File: config.mk
export PLATFORM = sky130hd
export DESIGN_NAME = dchn_node
export DESIGN_NICKNAME = d
export VERILOG_FILES = /design/src/common/dchn_pkg.sv /design/src/design/dchn_bcast_delay.sv /design/src/design/dchn_spi_follower.sv /design/src/design/dchn_node.sv
export SDC_FILE = /design/constraint.sdc
export NUM_CORES = 1
export LEC_CHECK = 0
export ABC_AREA = 1
export ABC_CLOCK_PERIOD_IN_PS = 2900
export BUFFER_PORTS_ARGS = -buffer_cell sky130_fd_sc_hd__buf_2
export CAP_MARGIN = 20
export CORE_MARGIN = 8
export CORE_UTILIZATION = 35
export CTS_BUF_LIST = sky130_fd_sc_hd__clkbuf_4
export CTS_CLUSTER_SIZE = 25
export DETAILED_ROUTE_END_ITERATION = 7
export SLEW_MARGIN = 20
export SYNTH_ARGS = -nofsm -noshare
export SYNTH_HDL_FRONTEND = slang
export SYNTH_SLANG_ARGS = --single-unit
File: constraint.sdc
create_clock -name i_clk_sys -period 2.9 [get_ports i_clk_sys]
set_clock_uncertainty 0.15 [all_clocks]
set_input_delay 0.145 -clock i_clk_sys [delete_from_list [all_inputs] [get_ports i_clk_sys]]
set_output_delay 0.145 -clock i_clk_sys [all_outputs]
set_load 0.1 [all_outputs]
File: src/common/dchn_pkg.sv
package dchn_pkg;

    // ----------------------------------------------------------------
    // Message layout and field codes
    // ----------------------------------------------------------------
    localparam int MSG_BITS = 64;
    localparam logic [7:0] MSG_BITS_CNT = 8'h40;
    localparam logic [5:0] NODE_ADDR_RESET = 6'h00;
    localparam logic [5:0] TARGET_ALL = 6'h3F;
    localparam logic [15:0] WAKE_WORD = 16'hFFEE;
    localparam logic [1:0] CMD_NOP = 2'h0;
    localparam logic [1:0] CMD_READ = 2'h1;
    localparam logic [1:0] CMD_WRITE = 2'h2;
    localparam logic [1:0] CMD_RESPONSE = 2'h3;
    localparam logic [13:0] ADDR_ASSIGN_REG = 14'h0001;

    // ----------------------------------------------------------------
    // Message sources and timing defaults in core clock cycles
    // ----------------------------------------------------------------
    localparam logic [1:0] SRC_PORT0 = 2'h0;
    localparam logic [1:0] SRC_PORT1 = 2'h1;
    localparam logic [1:0] SRC_SPI = 2'h2;
    localparam int unsigned FWD_STEP_CYCLES_DEF = 100;
    localparam int unsigned WAKE_GAP_CYCLES_DEF = 1000;

    typedef struct packed {
        logic [1:0] cmd;
        logic direction_flag;
        logic [2:0] chain_id_field;
        logic [5:0] target_node_field;
        logic [3:0] counter;
        logic [1:0] data_len;
        logic [13:0] reg_addr;
        logic [15:0] data;
        logic [15:0] crc;
    } dchn_msg_type;

    // Wake message this node generates; CRC is filled in by the symbol layer
    localparam dchn_msg_type WAKE_MSG = '{
        cmd: 2'h0, direction_flag: 1'h0, chain_id_field: 3'h7,
        target_node_field: 6'h3F, counter: 4'hF, data_len: 2'h3,
        reg_addr: 14'h3FFF, data: 16'hFFEE, crc: 16'h0000};

endpackage : dchn_pkg

File: src/design/dchn_bcast_delay.sv
`timescale 1ns/1ps
module dchn_bcast_delay #(
    parameter int unsigned STEP_CYCLES = dchn_pkg::FWD_STEP_CYCLES_DEF
) (
    input wire logic i_clk_sys,
    input wire logic i_reset_n,
    input wire logic i_start,
    input wire logic [5:0] i_steps,
    output logic o_busy,
    output logic o_done
);
    import dchn_pkg::*;

    if (STEP_CYCLES < 1 || STEP_CYCLES > 65535) begin : g_chk
        $error("STEP_CYCLES out of range");
    end

    logic [5:0] steps_left;
    logic [15:0] cyc;

    always_ff @(posedge i_clk_sys or negedge i_reset_n) begin
        if (!i_reset_n) begin
            o_busy <= 1'b0;
            o_done <= 1'b0;
            steps_left <= 6'h00;
            cyc <= 16'h0000;
        end else begin
            o_done <= 1'b0;
            if (i_start) begin
                o_busy <= 1'b1;
                steps_left <= i_steps;
                cyc <= 16'(STEP_CYCLES - 1);
            end else if (o_busy) begin
                if (steps_left == 6'h00) begin
                    o_busy <= 1'b0;
                    o_done <= 1'b1;
                end else if (cyc == 16'h0000) begin
                    steps_left <= steps_left - 6'h01;
                    cyc <= 16'(STEP_CYCLES - 1);
                end else begin
                    cyc <= cyc - 16'h0001;
                end
            end
        end
    end

endmodule : dchn_bcast_delay

File: src/design/dchn_spi_follower.sv
`timescale 1ns/1ps
module dchn_spi_follower (
    input wire logic i_clk_sys,
    input wire logic i_reset_n,
    input wire logic i_select_or_rx_low_pin_n,
    input wire logic i_shift_clock_pin,
    input wire logic i_serial_in_pin,
    output logic o_serial_out,
    output logic o_msg_valid,
    output dchn_pkg::dchn_msg_type o_msg,
    input wire logic i_resp_load,
    input dchn_pkg::dchn_msg_type i_resp_msg,
    output logic o_resp_frame_error
);
    import dchn_pkg::*;

    logic cs_q;
    logic sck_q;
    logic [MSG_BITS-1:0] in_sh;
    logic [MSG_BITS-1:0] out_sh;
    logic [MSG_BITS-1:0] out_next;
    logic [7:0] bit_cnt;
    logic had_resp;
    logic next_has_resp;

    assign o_serial_out = out_sh[MSG_BITS-1];

    // ----------------------------------------------------------------
    // Shifting: change on rising clock, sample on falling, MSB first
    // ----------------------------------------------------------------
    always_ff @(posedge i_clk_sys or negedge i_reset_n) begin
        if (!i_reset_n) begin
            cs_q <= 1'b1;
            sck_q <= 1'b0;
            in_sh <= '0;
            out_sh <= '0;
            bit_cnt <= 8'h00;
            had_resp <= 1'b0;
        end else begin
            cs_q <= i_select_or_rx_low_pin_n;
            sck_q <= i_shift_clock_pin;
            if (cs_q && !i_select_or_rx_low_pin_n) begin
                out_sh <= out_next;
                had_resp <= next_has_resp;
                bit_cnt <= 8'h00;
            end else if (!i_select_or_rx_low_pin_n) begin
                if (!sck_q && i_shift_clock_pin && bit_cnt != 8'h00) begin
                    out_sh <= {out_sh[MSG_BITS-2:0], 1'b0};
                end
                if (sck_q && !i_shift_clock_pin) begin
                    in_sh <= {in_sh[MSG_BITS-2:0], i_serial_in_pin};
                    if (bit_cnt != 8'hFF) begin
                        bit_cnt <= bit_cnt + 8'h01;
                    end
                end
            end
        end
    end

    // Response waiting for the next frame; a frame with nothing loaded sends zeros
    always_ff @(posedge i_clk_sys or negedge i_reset_n) begin
        if (!i_reset_n) begin
            out_next <= '0;
            next_has_resp <= 1'b0;
        end else if (i_resp_load) begin
            out_next <= i_resp_msg;
            next_has_resp <= 1'b1;
        end else if (cs_q && !i_select_or_rx_low_pin_n) begin
            out_next <= '0;
            next_has_resp <= 1'b0;
        end
    end

    // ----------------------------------------------------------------
    // Decode on chip select rising
    // ----------------------------------------------------------------
    always_ff @(posedge i_clk_sys or negedge i_reset_n) begin
        if (!i_reset_n) begin
            o_msg_valid <= 1'b0;
            o_msg <= '0;
            o_resp_frame_error <= 1'b0;
        end else begin
            o_msg_valid <= 1'b0;
            o_resp_frame_error <= 1'b0;
            if (!cs_q && i_select_or_rx_low_pin_n) begin
                if (had_resp && bit_cnt != MSG_BITS_CNT) begin
                    o_resp_frame_error <= 1'b1;
                end else if (bit_cnt >= MSG_BITS_CNT) begin
                    o_msg_valid <= 1'b1;
                    o_msg <= in_sh;
                end
            end
        end
    end

endmodule : dchn_spi_follower

File: src/design/dchn_node.sv
`timescale 1ns/1ps
module dchn_node #(
    parameter int unsigned FWD_STEP_CYCLES = dchn_pkg::FWD_STEP_CYCLES_DEF,
    parameter int unsigned WAKE_GAP_CYCLES = dchn_pkg::WAKE_GAP_CYCLES_DEF
) (
    input wire logic i_clk_sys,
    input wire logic i_reset_n,
    input wire logic i_deep_sleep,
    input wire logic i_bus_activity,
    input wire logic i_bus_busy,
    input wire logic [5:0] i_chain_node_count,
    input wire logic i_relay_enable,
    input wire logic [1:0] i_rx_valid,
    input wire logic [1:0] i_rx_ok,
    input dchn_pkg::dchn_msg_type [1:0] i_rx_msg,
    output logic [1:0] o_relay_valid,
    output dchn_pkg::dchn_msg_type [1:0] o_relay_msg,
    output logic [1:0] o_tx_valid,
    output dchn_pkg::dchn_msg_type o_tx_msg,
    input wire logic [1:0] i_tx_ready,
    output logic [13:0] o_reg_rd_addr,
    input wire logic [15:0] i_reg_rd_data,
    output logic o_exec_valid,
    output logic [13:0] o_exec_addr,
    output logic [15:0] o_exec_data,
    output logic [5:0] o_own_node_address,
    output logic o_active,
    input wire logic i_select_or_rx_low_pin_n,
    input wire logic i_shift_clock_pin,
    input wire logic i_serial_in_pin,
    output logic o_serial_out,
    output logic o_resp_frame_error
);
    import dchn_pkg::*;

    if (WAKE_GAP_CYCLES < 1 || WAKE_GAP_CYCLES > 65535) begin : g_chk
        $error("WAKE_GAP_CYCLES out of range");
    end

    typedef enum logic [1:0] {WK_IDLE, WK_GAP, WK_DONE} dchn_wake_type;

    function automatic logic [5:0] bcast_steps(input logic dir, input logic [5:0] cnt,
                                               input logic [5:0] adr);
        if (dir) begin
            bcast_steps = (adr == 6'h00) ? 6'h00 : adr - 6'h01;
        end else begin
            bcast_steps = (cnt >= adr) ? cnt - adr : 6'h00;
        end
    endfunction : bcast_steps

    // ----------------------------------------------------------------
    // Receive selection and decode
    // ----------------------------------------------------------------
    logic spi_valid;
    dchn_msg_type spi_msg;
    logic rx_any;
    dchn_msg_type rx_msg;
    logic [1:0] rx_src;

    always_comb begin
        rx_any = 1'b0;
        rx_msg = spi_msg;
        rx_src = SRC_SPI;
        if (i_rx_valid[0] && i_rx_ok[0]) begin
            rx_any = 1'b1;
            rx_msg = i_rx_msg[0];
            rx_src = SRC_PORT0;
        end else if (i_rx_valid[1] && i_rx_ok[1]) begin
            rx_any = 1'b1;
            rx_msg = i_rx_msg[1];
            rx_src = SRC_PORT1;
        end else if (spi_valid) begin
            rx_any = 1'b1;
        end
    end

    logic [7:0] resp_rem;
    logic resp_spi;
    logic bc_busy;
    logic bc_done;
    logic is_bcast;
    logic for_me;
    logic is_wake;
    logic from_spi;
    logic ignore_rx;
    logic accept;
    logic wr_now;
    logic bc_start;
    logic rd_start;

    assign is_bcast = rx_msg.target_node_field == TARGET_ALL;
    assign for_me = is_bcast || rx_msg.target_node_field == o_own_node_address;
    assign is_wake = rx_msg.cmd == CMD_NOP && is_bcast && rx_msg.data == WAKE_WORD;
    assign from_spi = rx_src == SRC_SPI;
    assign ignore_rx = !from_spi && ((resp_rem != 8'h00 && !resp_spi) || bc_busy);
    assign accept = rx_any && for_me && !ignore_rx;
    assign wr_now = accept && rx_msg.cmd == CMD_WRITE && !is_bcast;
    assign bc_start = accept && rx_msg.cmd == CMD_WRITE && is_bcast;
    assign rd_start = accept && rx_msg.cmd == CMD_READ && !is_bcast;

    // ----------------------------------------------------------------
    // Own address and activity
    // ----------------------------------------------------------------
    always_ff @(posedge i_clk_sys or negedge i_reset_n) begin
        if (!i_reset_n) begin
            o_own_node_address <= NODE_ADDR_RESET;
        end else if (i_deep_sleep) begin
            o_own_node_address <= NODE_ADDR_RESET;
        end else if (wr_now && rx_msg.reg_addr == ADDR_ASSIGN_REG) begin
            o_own_node_address <= rx_msg.data[5:0];
        end
    end

    always_ff @(posedge i_clk_sys or negedge i_reset_n) begin
        if (!i_reset_n) begin
            o_active <= 1'b0;
        end else if (i_deep_sleep) begin
            o_active <= 1'b0;
        end else if (i_bus_activity || |i_rx_valid) begin
            o_active <= 1'b1;
        end
    end

    // ----------------------------------------------------------------
    // Relay between the two chain ports
    // ----------------------------------------------------------------
    logic relay_on;
    assign relay_on = o_own_node_address != NODE_ADDR_RESET && i_relay_enable;

    always_ff @(posedge i_clk_sys or negedge i_reset_n) begin
        if (!i_reset_n) begin
            o_relay_valid <= 2'b00;
            o_relay_msg <= '0;
        end else begin
            o_relay_valid <= {i_rx_valid[0], i_rx_valid[1]} & {2{relay_on}};
            o_relay_msg <= {i_rx_msg[0], i_rx_msg[1]};
        end
    end

    // ----------------------------------------------------------------
    // Write execution, broadcast writes wait out the forward delay
    // ----------------------------------------------------------------
    logic [13:0] bc_addr;
    logic [15:0] bc_data;

    dchn_bcast_delay #(
        .STEP_CYCLES(FWD_STEP_CYCLES)
    ) u_delay (
        .i_clk_sys(i_clk_sys),
        .i_reset_n(i_reset_n),
        .i_start(bc_start),
        .i_steps(bcast_steps(rx_msg.direction_flag, i_chain_node_count,
                             o_own_node_address)),
        .o_busy(bc_busy),
        .o_done(bc_done)
    );

    always_ff @(posedge i_clk_sys or negedge i_reset_n) begin
        if (!i_reset_n) begin
            bc_addr <= 14'h0000;
            bc_data <= 16'h0000;
        end else if (bc_start) begin
            bc_addr <= rx_msg.reg_addr;
            bc_data <= rx_msg.data;
        end
    end

    always_ff @(posedge i_clk_sys or negedge i_reset_n) begin
        if (!i_reset_n) begin
            o_exec_valid <= 1'b0;
            o_exec_addr <= 14'h0000;
            o_exec_data <= 16'h0000;
        end else begin
            o_exec_valid <= wr_now || bc_done;
            if (wr_now) begin
                o_exec_addr <= rx_msg.reg_addr;
                o_exec_data <= rx_msg.data;
            end else if (bc_done) begin
                o_exec_addr <= bc_addr;
                o_exec_data <= bc_data;
            end
        end
    end

    // ----------------------------------------------------------------
    // Read responses
    // ----------------------------------------------------------------
    logic [13:0] resp_addr;
    logic resp_dir;
    logic [2:0] resp_chain;
    logic spi_due;
    logic send_chain;
    logic send_spi;
    logic wake_send;
    dchn_msg_type resp_msg;

    assign o_reg_rd_addr = resp_addr;
    assign send_chain = resp_rem != 8'h00 && !resp_spi && o_tx_valid == 2'b00
                        && !i_bus_busy;
    assign send_spi = resp_rem != 8'h00 && resp_spi && spi_due;

    always_comb begin
        resp_msg = '0;
        resp_msg.cmd = CMD_RESPONSE;
        resp_msg.direction_flag = resp_dir;
        resp_msg.chain_id_field = resp_chain;
        resp_msg.target_node_field = o_own_node_address;
        resp_msg.reg_addr = resp_addr;
        resp_msg.data = i_reg_rd_data;
    end

    always_ff @(posedge i_clk_sys or negedge i_reset_n) begin
        if (!i_reset_n) begin
            resp_rem <= 8'h00;
            resp_addr <= 14'h0000;
            resp_dir <= 1'b0;
            resp_chain <= 3'h0;
            resp_spi <= 1'b0;
        end else if (rd_start) begin
            resp_rem <= (rx_msg.data[7:0] == 8'h00) ? 8'h01 : rx_msg.data[7:0];
            resp_addr <= rx_msg.reg_addr;
            resp_dir <= rx_msg.direction_flag;
            resp_chain <= rx_msg.chain_id_field;
            resp_spi <= from_spi;
        end else if (accept && from_spi && resp_spi && rx_msg.cmd != CMD_NOP) begin
            resp_rem <= 8'h00;
        end else if (send_chain || send_spi) begin
            resp_rem <= resp_rem - 8'h01;
            resp_addr <= resp_addr + 14'h0001;
        end
    end

    // A NOP frame pulls the next pending word into the following frame
    always_ff @(posedge i_clk_sys or negedge i_reset_n) begin
        if (!i_reset_n) begin
            spi_due <= 1'b0;
        end else if ((rd_start && from_spi) || (accept && from_spi && rx_msg.cmd == CMD_NOP)) begin
            spi_due <= 1'b1;
        end else if (send_spi || (accept && from_spi)) begin
            spi_due <= 1'b0;
        end
    end

    // ----------------------------------------------------------------
    // Chain transmit: responses on both ports, wake on the far port
    // ----------------------------------------------------------------
    logic [1:0] gen_port;

    always_ff @(posedge i_clk_sys or negedge i_reset_n) begin
        if (!i_reset_n) begin
            o_tx_valid <= 2'b00;
            o_tx_msg <= '0;
        end else if (send_chain) begin
            o_tx_valid <= 2'b11;
            o_tx_msg <= resp_msg;
        end else if (wake_send) begin
            o_tx_valid <= gen_port;
            o_tx_msg <= WAKE_MSG;
        end else begin
            o_tx_valid <= o_tx_valid & ~i_tx_ready;
        end
    end

    // ----------------------------------------------------------------
    // Wake sequence
    // ----------------------------------------------------------------
    dchn_wake_type wk_state;
    logic [1:0] wake_cnt;
    logic [1:0] gen_left;
    logic [15:0] gap_cnt;
    logic wake_in;

    assign wake_in = rx_any && is_wake && !from_spi;
    assign wake_send = wk_state == WK_GAP && gap_cnt == 16'h0000 && o_tx_valid == 2'b00
                       && !send_chain;

    always_ff @(posedge i_clk_sys or negedge i_reset_n) begin
        if (!i_reset_n) begin
            wk_state <= WK_IDLE;
            wake_cnt <= 2'h0;
            gen_left <= 2'h0;
            gap_cnt <= 16'h0000;
            gen_port <= 2'b00;
        end else if (i_deep_sleep) begin
            wk_state <= WK_IDLE;
            wake_cnt <= 2'h0;
            gen_left <= 2'h0;
        end else begin
            case (wk_state)
                WK_IDLE: begin
                    if (wake_in) begin
                        wake_cnt <= wake_cnt + 2'h1;
                        if (wake_cnt == 2'h1) begin
                            wk_state <= WK_GAP;
                            gen_left <= relay_on ? 2'h1 : 2'h2;
                            gap_cnt <= 16'(WAKE_GAP_CYCLES - 1);
                            gen_port <= (rx_src == SRC_PORT0) ? 2'b10 : 2'b01;
                        end
                    end
                end
                WK_GAP: begin
                    if (rx_any && gap_cnt != 16'h0000) begin
                        wk_state <= WK_DONE;
                        gen_left <= 2'h0;
                    end else if (wake_send) begin
                        gen_left <= gen_left - 2'h1;
                        gap_cnt <= 16'(WAKE_GAP_CYCLES - 1);
                        if (gen_left == 2'h1) begin
                            wk_state <= WK_DONE;
                        end
                    end else if (gap_cnt != 16'h0000) begin
                        gap_cnt <= gap_cnt - 16'h0001;
                    end
                end
                WK_DONE: begin
                    wk_state <= WK_DONE;
                end
                default: begin
                    wk_state <= WK_IDLE;
                end
            endcase
        end
    end

    // ----------------------------------------------------------------
    // SPI follower port
    // ----------------------------------------------------------------
    dchn_spi_follower u_spi (
        .i_clk_sys(i_clk_sys),
        .i_reset_n(i_reset_n),
        .i_select_or_rx_low_pin_n(i_select_or_rx_low_pin_n),
        .i_shift_clock_pin(i_shift_clock_pin),
        .i_serial_in_pin(i_serial_in_pin),
        .o_serial_out(o_serial_out),
        .o_msg_valid(spi_valid),
        .o_msg(spi_msg),
        .i_resp_load(send_spi),
        .i_resp_msg(resp_msg),
        .o_resp_frame_error(o_resp_frame_error)
    );

endmodule : dchn_node

==> reports/metrics.csv, run 1 <==
stage,metric,value,unit
place,HPWL Detailed,51.6,mm
power_and_ir_drop,fraction of power spent switching nets,46.1,%
sta,headroom to the max-slew limit,39.9,%
grt,all-layer global routing usage,20.9,%
place,worst slack at placement,0.0300,ns
yosys,mapped cell area,22600,µm²
finish,Layout Nets,3538,
clock_network,sink count of the clock tree,526,
yosys,cell type with the largest total area after synthesis,sky130_fd_sc_hd__dfrtp_1,
finish,fillcell total,6113,
yosys,share of the synthesized area in the top cell type,58.1,%
power_and_ir_drop,Pwr per Cell Area,864,nW/µm²
route,final WL,77.0,mm
floorplan,initial core utilization,35.2,%
worst_setup_path,Register-to-Register Setup Slack,0.17,ns
yosys,part of the Yosys area used for sequential elements,58.3,%
worst_setup_path,critical path startpoint category,flip-flop,
route,vias per cell,4.79,
grt,first-pass GRT wire length,121,mm
floorplan,vertical die dimension,270,µm
power_and_ir_drop,Net Switching,12.4,mW
sta,transition time at the pin with the least slew margin,0.901,ns
yosys,average footprint of a synthesized cell,9.01,µm²
clock_network,clock latency at the later pin of the worst-skew pair,0.97,ns
yosys,dominant register cell in the synthesized netlist,sky130_fd_sc_hd__dfrtp_1,
sta,time the final worst path needs with I/O delays and setup,2.73,ns
clock_network,clock tree buffer depth,3,
route,post-DR wirelength/cell,17.9,µm
power_and_ir_drop,largest vdd supply drop,0.839,mV
floorplan,die area,72900,µm²
floorplan,Horiz. Die Dim,270,µm
sta,final setup violating endpoints,0,
route,Detailed Routing Iterations Pass 1,5,
finish,Layout Area Growth over Synthesis,37.6,%
job,Maximum Capacitance Violations,0,
route,via count,20616,
sta,endpoints failing hold,0,
sta,setup slack after layout,0.168,ns
grt,largest net degree at the start of global routing,61,
sta,highest attainable clock frequency,0.366,GHz
power_and_ir_drop,Seq pwr share,35.8,%
floorplan,I/O pin total,415,
yosys,"EDFF count, synth",0,
grt,GRT overflow,0,
worst_setup_path,Critical Path Sink Type,flip-flop,
yosys,dominant cell by count in the synthesized netlist,sky130_fd_sc_hd__nand2_1,
power_and_ir_drop,Gate power share,39.6,%
power_and_ir_drop,internal cell power,14.5,mW
route,DRC violations left,0,
power_and_ir_drop,Leakage Power,15.2,nW
sta,RSZ-0062 raised after global routing,false,
place,routability-driven placement congestion ratio,0.869,
clock_network,H-tree levels,4,
yosys,Post-synth ARST share,100,%
grt,number of antenna violations at the first check in global routing,5,
yosys,number of instances in the synthesized netlist,2508,
sta,final count of pins violating max slew,0,
place,number of buffers inserted by port buffering,398,
worst_setup_path,required time at the worst-slack endpoint,3.62,ns
sta,final critical-path share of the clock period,94.2,%
route,number of design-rule violations left by the first detailed-router iteration,1557,
floorplan,core area,64100,µm²
yosys,yosys synthesis warning count,0,
worst_setup_path,Worst EP arrival,3.45,ns
route,post-detailed-route count of antenna-violating nets,0,
hold_path,class of the most critical hold timing path,in2reg,
clock_network,Inserted Clock Buffers,143,
sta,Setup Total Neg Slack,0,ns
yosys,register bit count reported by yosys,526,
clock_network,clock-pin transition on the worst setup and hold timing paths,0.06,ns
status,result of the run,"complete, no violations",
clock_network,clock tree from TritonCTS,built,
power_and_ir_drop,share of total power in the clock network,24.6,%
worst_setup_path,start-to-end type of the worst setup path,reg2reg,
yosys,synth top area cells,"sky130_fd_sc_hd__dfrtp_1, sky130_fd_sc_hd__nand2_1, sky130_fd_sc_hd__nand3_1, sky130_fd_sc_hd__o21ai_0, sky130_fd_sc_hd__inv_1",
finish,fraction of final layout cells with drive strength greater than 1,22.9,%
floorplan,num rows,93,
yosys,most numerous cell types in the synthesized netlist,"sky130_fd_sc_hd__nand2_1, sky130_fd_sc_hd__dfrtp_1, sky130_fd_sc_hd__nand3_1, sky130_fd_sc_hd__inv_1, sky130_fd_sc_hd__nor2_1",
worst_setup_path,maximum fanout along the worst path,15,
clock_network,CTS root buf,sky130_fd_sc_hd__clkbuf_4,
yosys,number of distinct standard cells referenced by the synthesized netlist,53,
grt,number of global-route vias before repair,21370,
-- state kept, by name, indices dropped and copies added (netlist names), 3 cells and up --
register and flops:
bc_addr 14, bc_data 16, gap_cnt 16, o_exec_addr 14
o_exec_data 16, o_own_node_address 6, o_reg_rd_addr 14, o_relay_msg 128
o_tx_msg 42, resp_chain 3, resp_rem 8, u_delay.cyc 16
u_delay.steps_left 6, u_spi.bit_cnt 8, u_spi.in_sh 64, u_spi.o_msg 42
u_spi.out_next 41, u_spi.out_sh 48
-- per-layer routing --
| metal | vias to the layer above | track usage (%) | wire (µm) |
|---|---|---|---|
| met4 | 0 | 9.16 | 2560 |
| li1 | 9901 | - | - |
| met1 | 9853 | 26.7 | 33200 |
| met5 | - | 0 | 0 |
| met3 | 171 | 5.23 | 5300 |
| met2 | 691 | 33.5 | 35900 |
-- worst max-delay path, stage by stage (launching register included) --
cell and delay, ns:
sky130_fd_sc_hd__dfrtp_1 0.36, sky130_fd_sc_hd__inv_2 0.06, sky130_fd_sc_hd__ha_2 0.19, sky130_fd_sc_hd__nand2_1 0.08
sky130_fd_sc_hd__nor2_2 0.04, sky130_fd_sc_hd__nand4_1 0.12, sky130_fd_sc_hd__nor2_2 0.07, sky130_fd_sc_hd__nor2_1 0.19
sky130_fd_sc_hd__o21ai_1 0.09, sky130_fd_sc_hd__buf_4 0.18, sky130_fd_sc_hd__nand4_4 0.10, sky130_fd_sc_hd__nor2_4 0.08
sky130_fd_sc_hd__nor2_2 0.69, sky130_fd_sc_hd__nand2_1 0.12, sky130_fd_sc_hd__nand3_1 0.12
-- placed cells by master (no fill, tap or decap), drive strengths merged, types with 3 or more instances in the layout --
cell	count
buf	504
a21oi	46
xor2	34
dfrtp	525
clkbuf	207
nand3	240
clkinv	27
dlygate4sd3	322
a31oi	48
nand4	29
o21ai	234
diode	8
a221oi	4
nand2	631
nor3b	3
conb	16
or2	16
o31ai	6
ha	21
nor2	208
xnor2	13
nor3	27
nor4	10
o211ai	4
clkinvlp	3
o22a	20
o22ai	11
inv	220
-- layout make-up --
| type | instances | area [µm²] | area share (%) |
|---|---|---|---|
| sequential | 526 | 13200 | 42.4 |
| multi-input combinational | 1634 | 7990 | 25.7 |
| timing repair buffer | 827 | 6270 | 20.2 |
| clock buffer | 206 | 1550 | 4.98 |
| tap | 855 | 1070 | 3.44 |
| inverter | 219 | 830 | 2.67 |
| clock inverter | 33 | 195 | 0.628 |
| antenna | 8 | 20.0 | 0.0644 |
-- per-stage QoR --
step | util [%] | power [mW] | hold WS [ns] | instances | cell area [µm²]
2_1_floorplan | - | 17.5 | -0.301 | 2523 | 22700
3_3_place_gp | 40.4 | 19.9 | 0.0190 | 3730 | 25900
3_5_place_dp | 40.4 | 20.0 | 0.0289 | 3730 | 25900
4_1_cts | 48.2 | 27.0 | 0.00171 | 4293 | 30900
5_1_grt | 48.5 | 28.4 | 0.128 | 4304 | 31100
6_report | 48.5 | 26.9 | 0.131 | 4308 | 31100
-- power groups by stage --
stage	clock network (mW)	registers [mW]	logic (mW)
2_1_floorplan	0	14.0	3.52
3_3_place_gp	0	9.71	10.2
3_5_place_dp	0	9.71	10.3
4_1_cts	6.81	9.60	10.6
5_1_grt	7.19	9.79	11.4
6_report	6.59	9.62	10.6
-- cell families (layout without fill, tap and decap cells) --
logic type | Yosys count | in the layout | share of synthesized area, %
and+or+nand+nor | 1166 | 1167 | 21.8
DFF | 526 | 526 | 58.3
AOI/OAI and AO/OA | 381 | 381 | 9.71
buffers and inverters | 364 | 1285 | 7.08
xor gates and xnor gates | 47 | 47 | 1.82
adders and majority gates | 22 | 22 | 1.25
other | 1 | 24 | 0.0166
muxes | 1 | 1 | 0.0498
-- path summary, 6_finish.rpt --
check | start | end | cells after the start
setup / recovery | resp_rem[0] | o_exec_addr[12] | 14
hold / removal | i_select_or_rx_low_pin_n | u_spi.out_sh[49] | 5
setup reg to reg | resp_rem[0] | o_exec_addr[12] | 14
hold reg to reg | bc_addr[3] | bc_addr[3] | 2
max in group asynchronous | i_reset_n | u_delay.cyc[4] | 6
min in group asynchronous | i_reset_n | o_tx_msg[42] | 4
-- what timing repair did --
action / in CTS / in global routing
endpoints found under the setup margin: 1 / 152
gates cloned: 0 / 2
buffers inserted: 0 / 6
endpoints found under the hold margin: 1016 / 0
hold buffers: 324 / 0
pin swaps: 0 / 3
resized for setup: 1 / 14
Power figures use the tool's default switching activity.
==> inputs of run 2 (changes only) <==
Settings changed: CORE_UTILIZATION 35 to 39, SYNTH_HIERARCHICAL from default to 1.
==> run 2 against run 1 <==
Effect of this change: first-iteration DRC count decreased by 12%; total power decreased by 4.7%; non-clock buffer count decreased by 11; register-to-register slack got worse by 0.06 ns; final cell count increased by 12%; global-route usage increased by 0.83 points; sequential share of layout area decreased by 1.1 points; via count increased by 12%; core utilization increased by 4.0 points; clock power increased by 9.9%; critical endpoint is now u_delay/cyc[5]; largest cell class unchanged.
==> reports/metrics.csv, run 2 <==
stage,metric,value,unit,change
status,result of the run,"complete, no violations",,unchanged
yosys,mapped cell area,25700,µm²,was 22600 µm²
route,vias per cell,4.81,,was 4.79
route,Detailed Routing Iterations Pass 1,5,,unchanged
floorplan,core area,65500,µm²,was 64100 µm²
floorplan,num rows,94,,was 93
worst_setup_path,Critical Path Sink Type,flip-flop,,unchanged
job,Maximum Capacitance Violations,0,,unchanged
power_and_ir_drop,Overall Power,25.6,mW,was 26.9 mW
sta,final setup violating endpoints,0,,unchanged
floorplan,vertical die dimension,273,µm,was 270 µm
yosys,number of instances in the synthesized netlist,2990,,was 2508
finish,fillcell total,6114,,was 6113
grt,all-layer global routing usage,21.8,%,was 20.9%
sta,headroom to the max-slew limit,37.3,%,was 39.9%
place,number of buffers inserted by port buffering,398,,unchanged
yosys,average footprint of a synthesized cell,8.60,µm²,was 9.01 µm²
route,post-detailed-route count of antenna-violating nets,0,,unchanged
finish,core utilization of the finished layout,52.5,%,was 48.5%
hold_path,class of the most critical hold timing path,in2reg,,unchanged
sta,hold slack,0.133,ns,was 0.131 ns
floorplan,initial core utilization,39.3,%,was 35.2%
worst_setup_path,source of the worst register-to-register timing path,resp_rem[1],,was resp_rem[0]
yosys,yosys synthesis warning count,6,,was 0
grt,GRT overflow,0,,unchanged
sta,time the final worst path needs with I/O delays and setup,2.79,ns,was 2.73 ns
place,routability-driven placement congestion ratio,0.894,,was 0.869
worst_setup_path,maximum fanout along the worst path,4,,was 15
grt,first-pass GRT wire length,130,mm,was 121 mm
clock_network,Inserted Clock Buffers,159,,was 143
worst_setup_path,Max stage delay on crit path,0.40,ns,was 0.69 ns
worst_setup_path,slowest stage cell on the critical path,sky130_fd_sc_hd__dfrtp_1,,was sky130_fd_sc_hd__nor2_2
hold_path,hold path startpoint,i_bus_busy,,was i_select_or_rx_low_pin_n
clock_network,CTS root buf,sky130_fd_sc_hd__clkbuf_4,,unchanged
finish,Layout Area Growth over Synthesis,33.6,%,was 37.6%
sta,transition time at the pin with the least slew margin,0.939,ns,was 0.901 ns
worst_setup_path,required time at the worst-slack endpoint,3.54,ns,was 3.62 ns
clock_network,clock tree buffer depth,3,,unchanged
grt,largest net degree at the start of global routing,184,,was 61
worst_setup_path,"Buf+Inv Stages, Crit Path",3,,was 2
route,DRC violations left,0,,unchanged
sta,final count of pins violating max slew,0,,unchanged
power_and_ir_drop,Pwr per Cell Area,744,nW/µm²,was 864 nW/µm²
clock_network,clock-pin transition on the worst setup and hold timing paths,0.06,ns,about the same
finish,Layout Nets,4017,,was 3538
route,via count,23128,,was 20616
sta,final critical-path share of the clock period,96.3,%,was 94.2%
worst_setup_path,Register-to-Register Setup Slack,0.11,ns,was 0.17 ns
clock_network,clock latency at the later pin of the worst-skew pair,0.97,ns,about the same
worst_setup_path,Worst EP arrival,3.43,ns,was 3.45 ns
finish,register ranked first by flip-flop count,o_relay_msg,,unchanged
route,final WL,81.8,mm,was 77.0 mm
place,worst slack at placement,0.00253,ns,was 0.0300 ns
clock_network,sink count of the clock tree,566,,was 526
finish,"most common cell after layout, fill and taps aside",sky130_fd_sc_hd__nand2_1,,unchanged
route,number of design-rule violations left by the first detailed-router iteration,1375,,was 1557
worst_setup_path,"CP delay by family, top",simple AND/OR/NAND/NOR gates,,unchanged
finish,highest-count cells in the layout ignoring fill and taps,"sky130_fd_sc_hd__nand2_1, sky130_fd_sc_hd__dfrtp_1, sky130_fd_sc_hd__buf_2",,unchanged
place,HPWL Detailed,52.7,mm,was 51.6 mm
floorplan,I/O pin total,415,,unchanged
clock_network,clock tree from TritonCTS,built,,unchanged
place,instance area at placement,28900,µm²,was 25900 µm²
finish,fraction of final layout cells with drive strength greater than 1,22.3,%,was 22.9%
floorplan,die area,74400,µm²,was 72900 µm²
power_and_ir_drop,largest vdd supply drop,0.602,mV,was 0.839 mV
clock_network,H-tree levels,4,,unchanged
floorplan,Horiz. Die Dim,273,µm,was 270 µm
worst_setup_path,number of cells traversed by the worst register-to-register path,18,,was 14
power_and_ir_drop,Leakage Power,17.8,nW,was 15.2 nW
worst_setup_path,start-to-end type of the worst setup path,reg2reg,,unchanged
sta,endpoints failing hold,0,,unchanged
sta,RSZ-0062 raised after global routing,true,,was false
worst_setup_path,"Critical Path, Cell by Cell",inv_2 > ha_4 > nand2_4 > nor2_4 > nand4_1 > nor2_4 > nor2_4 > o21ai_4 > nand3_4 > nor2_4 > nand2_4 > inv_6 > nor2_4 > nand3_4 > buf_12 > nand2_8 > o21ai_0 > nand3b_1,,was inv_2 > ha_2 > nand2_1 > nor2_2 > nand4_1 > nor2_2 > nor2_1 > o21ai_1 > buf_4 > nand4_4 > nor2_4 > nor2_2 > nand2_1 > nand3_1
finish,Post-Layout Inst Area,34400,µm²,was 31100 µm²
route,post-DR wirelength/cell,17.0,µm,was 17.9 µm
grt,number of antenna violations at the first check in global routing,2,,was 5
hold_path,Cells on Worst Hold Path,5,,unchanged
worst_setup_path,critical path startpoint category,flip-flop,,unchanged
hold_path,capture endpoint of the worst hold path,o_tx_valid[1],,was u_spi.out_sh[49]
grt,number of global-route vias before repair,23325,,was 21370
worst_setup_path,endpoint of the worst-slack reg-to-reg timing path,u_delay/cyc[5],,was o_exec_addr[12]
worst_setup_path,most common cell type on the critical path,sky130_fd_sc_hd__nor2_4,,was sky130_fd_sc_hd__nor2_2
sta,setup slack after layout,0.106,ns,was 0.168 ns
sta,highest attainable clock frequency,0.358,GHz,was 0.366 GHz
finish,flip-flop count of the largest register after layout,128,,unchanged
==> run 2: tightest hold or removal path: stages <==
cell	delay, ns
sky130_fd_sc_hd__dlygate4sd3_1	0.52
sky130_fd_sc_hd__buf_2	0.12
sky130_fd_sc_hd__nor2_1	0.06
sky130_fd_sc_hd__nand2_2	0.18
sky130_fd_sc_hd__o211ai_1	0.12
==> run 2: metal layers <==
| metal | GRT usage, % | vias to the layer above | part of all wire (%) |
|---|---|---|---|
| li1 | - | 11242 | - |
| met2 | 35.1 | 660 | 48 |
| met3 | 5.73 | 149 | 6.8 |
| met5 | 0 | - | 0 |
| met4 | 9.04 | 0 | 3.2 |
| met1 | 27.6 | 11077 | 42 |
==> run 2: through the flow <==
step	instances	TNS (ns)
floorplan	3028	0
global placement	4197	0
detailed placement	4197	0
CTS	4801	0
global route	4809	-1.03
finish	4809	0
==> run 2: worst max-delay path by stage <==
| stage | startpoint | slack (ns) | cells after the start | endpoint |
|---|---|---|---|---|
| CTS | resp_rem[0] | 0.002 | 19 | u_delay/steps_left[2] |
| global route | resp_rem[1] | -0.11 | 20 | u_delay/cyc[11] |
| global placement | resp_rem[0] | 0.11 | 19 | u_delay/cyc[14] |
| finish | resp_rem[1] | 0.11 | 18 | u_delay/cyc[5] |
| floorplan | resp_rem[0] | 0.005 | 21 | u_delay/steps_left[2] |
| detailed placement | resp_rem[0] | 0.003 | 19 | u_delay/cyc[14] |
==> run 2: layout make-up <==
type                            instances  area (µm²)  share of cell area [%]
Antenna cell                            2        5.00                  0.0146
Clock buffer                          231        1730                    5.05
Clock inverter                         44         231                   0.673
Inverter                              285        1090                    3.16
Multi-Input combinational cell       2001        9810                    28.5
Sequential cell                       566       14200                    41.2
Tap cell                              864        1080                    3.15
Timing Repair Buffer                  816        6250                    18.2
==> run 2: report_power, final <==
group / internal, mW / switching [mW]
combinational: 1.99 / 6.85
sequential: 8.79 / 0.717
clock: 3.74 / 3.49
total: 14.5 / 11.1
==> run 2: repair_timing <==
action	4_1_cts	5_1_grt
cloned	0	2
buffers inserted	1	5
endpoints found under the hold margin	1103	0
endpoints found under the setup margin	15	121
hold buffers	328	0
gates resized for setup	2	32
pin swaps	1	16
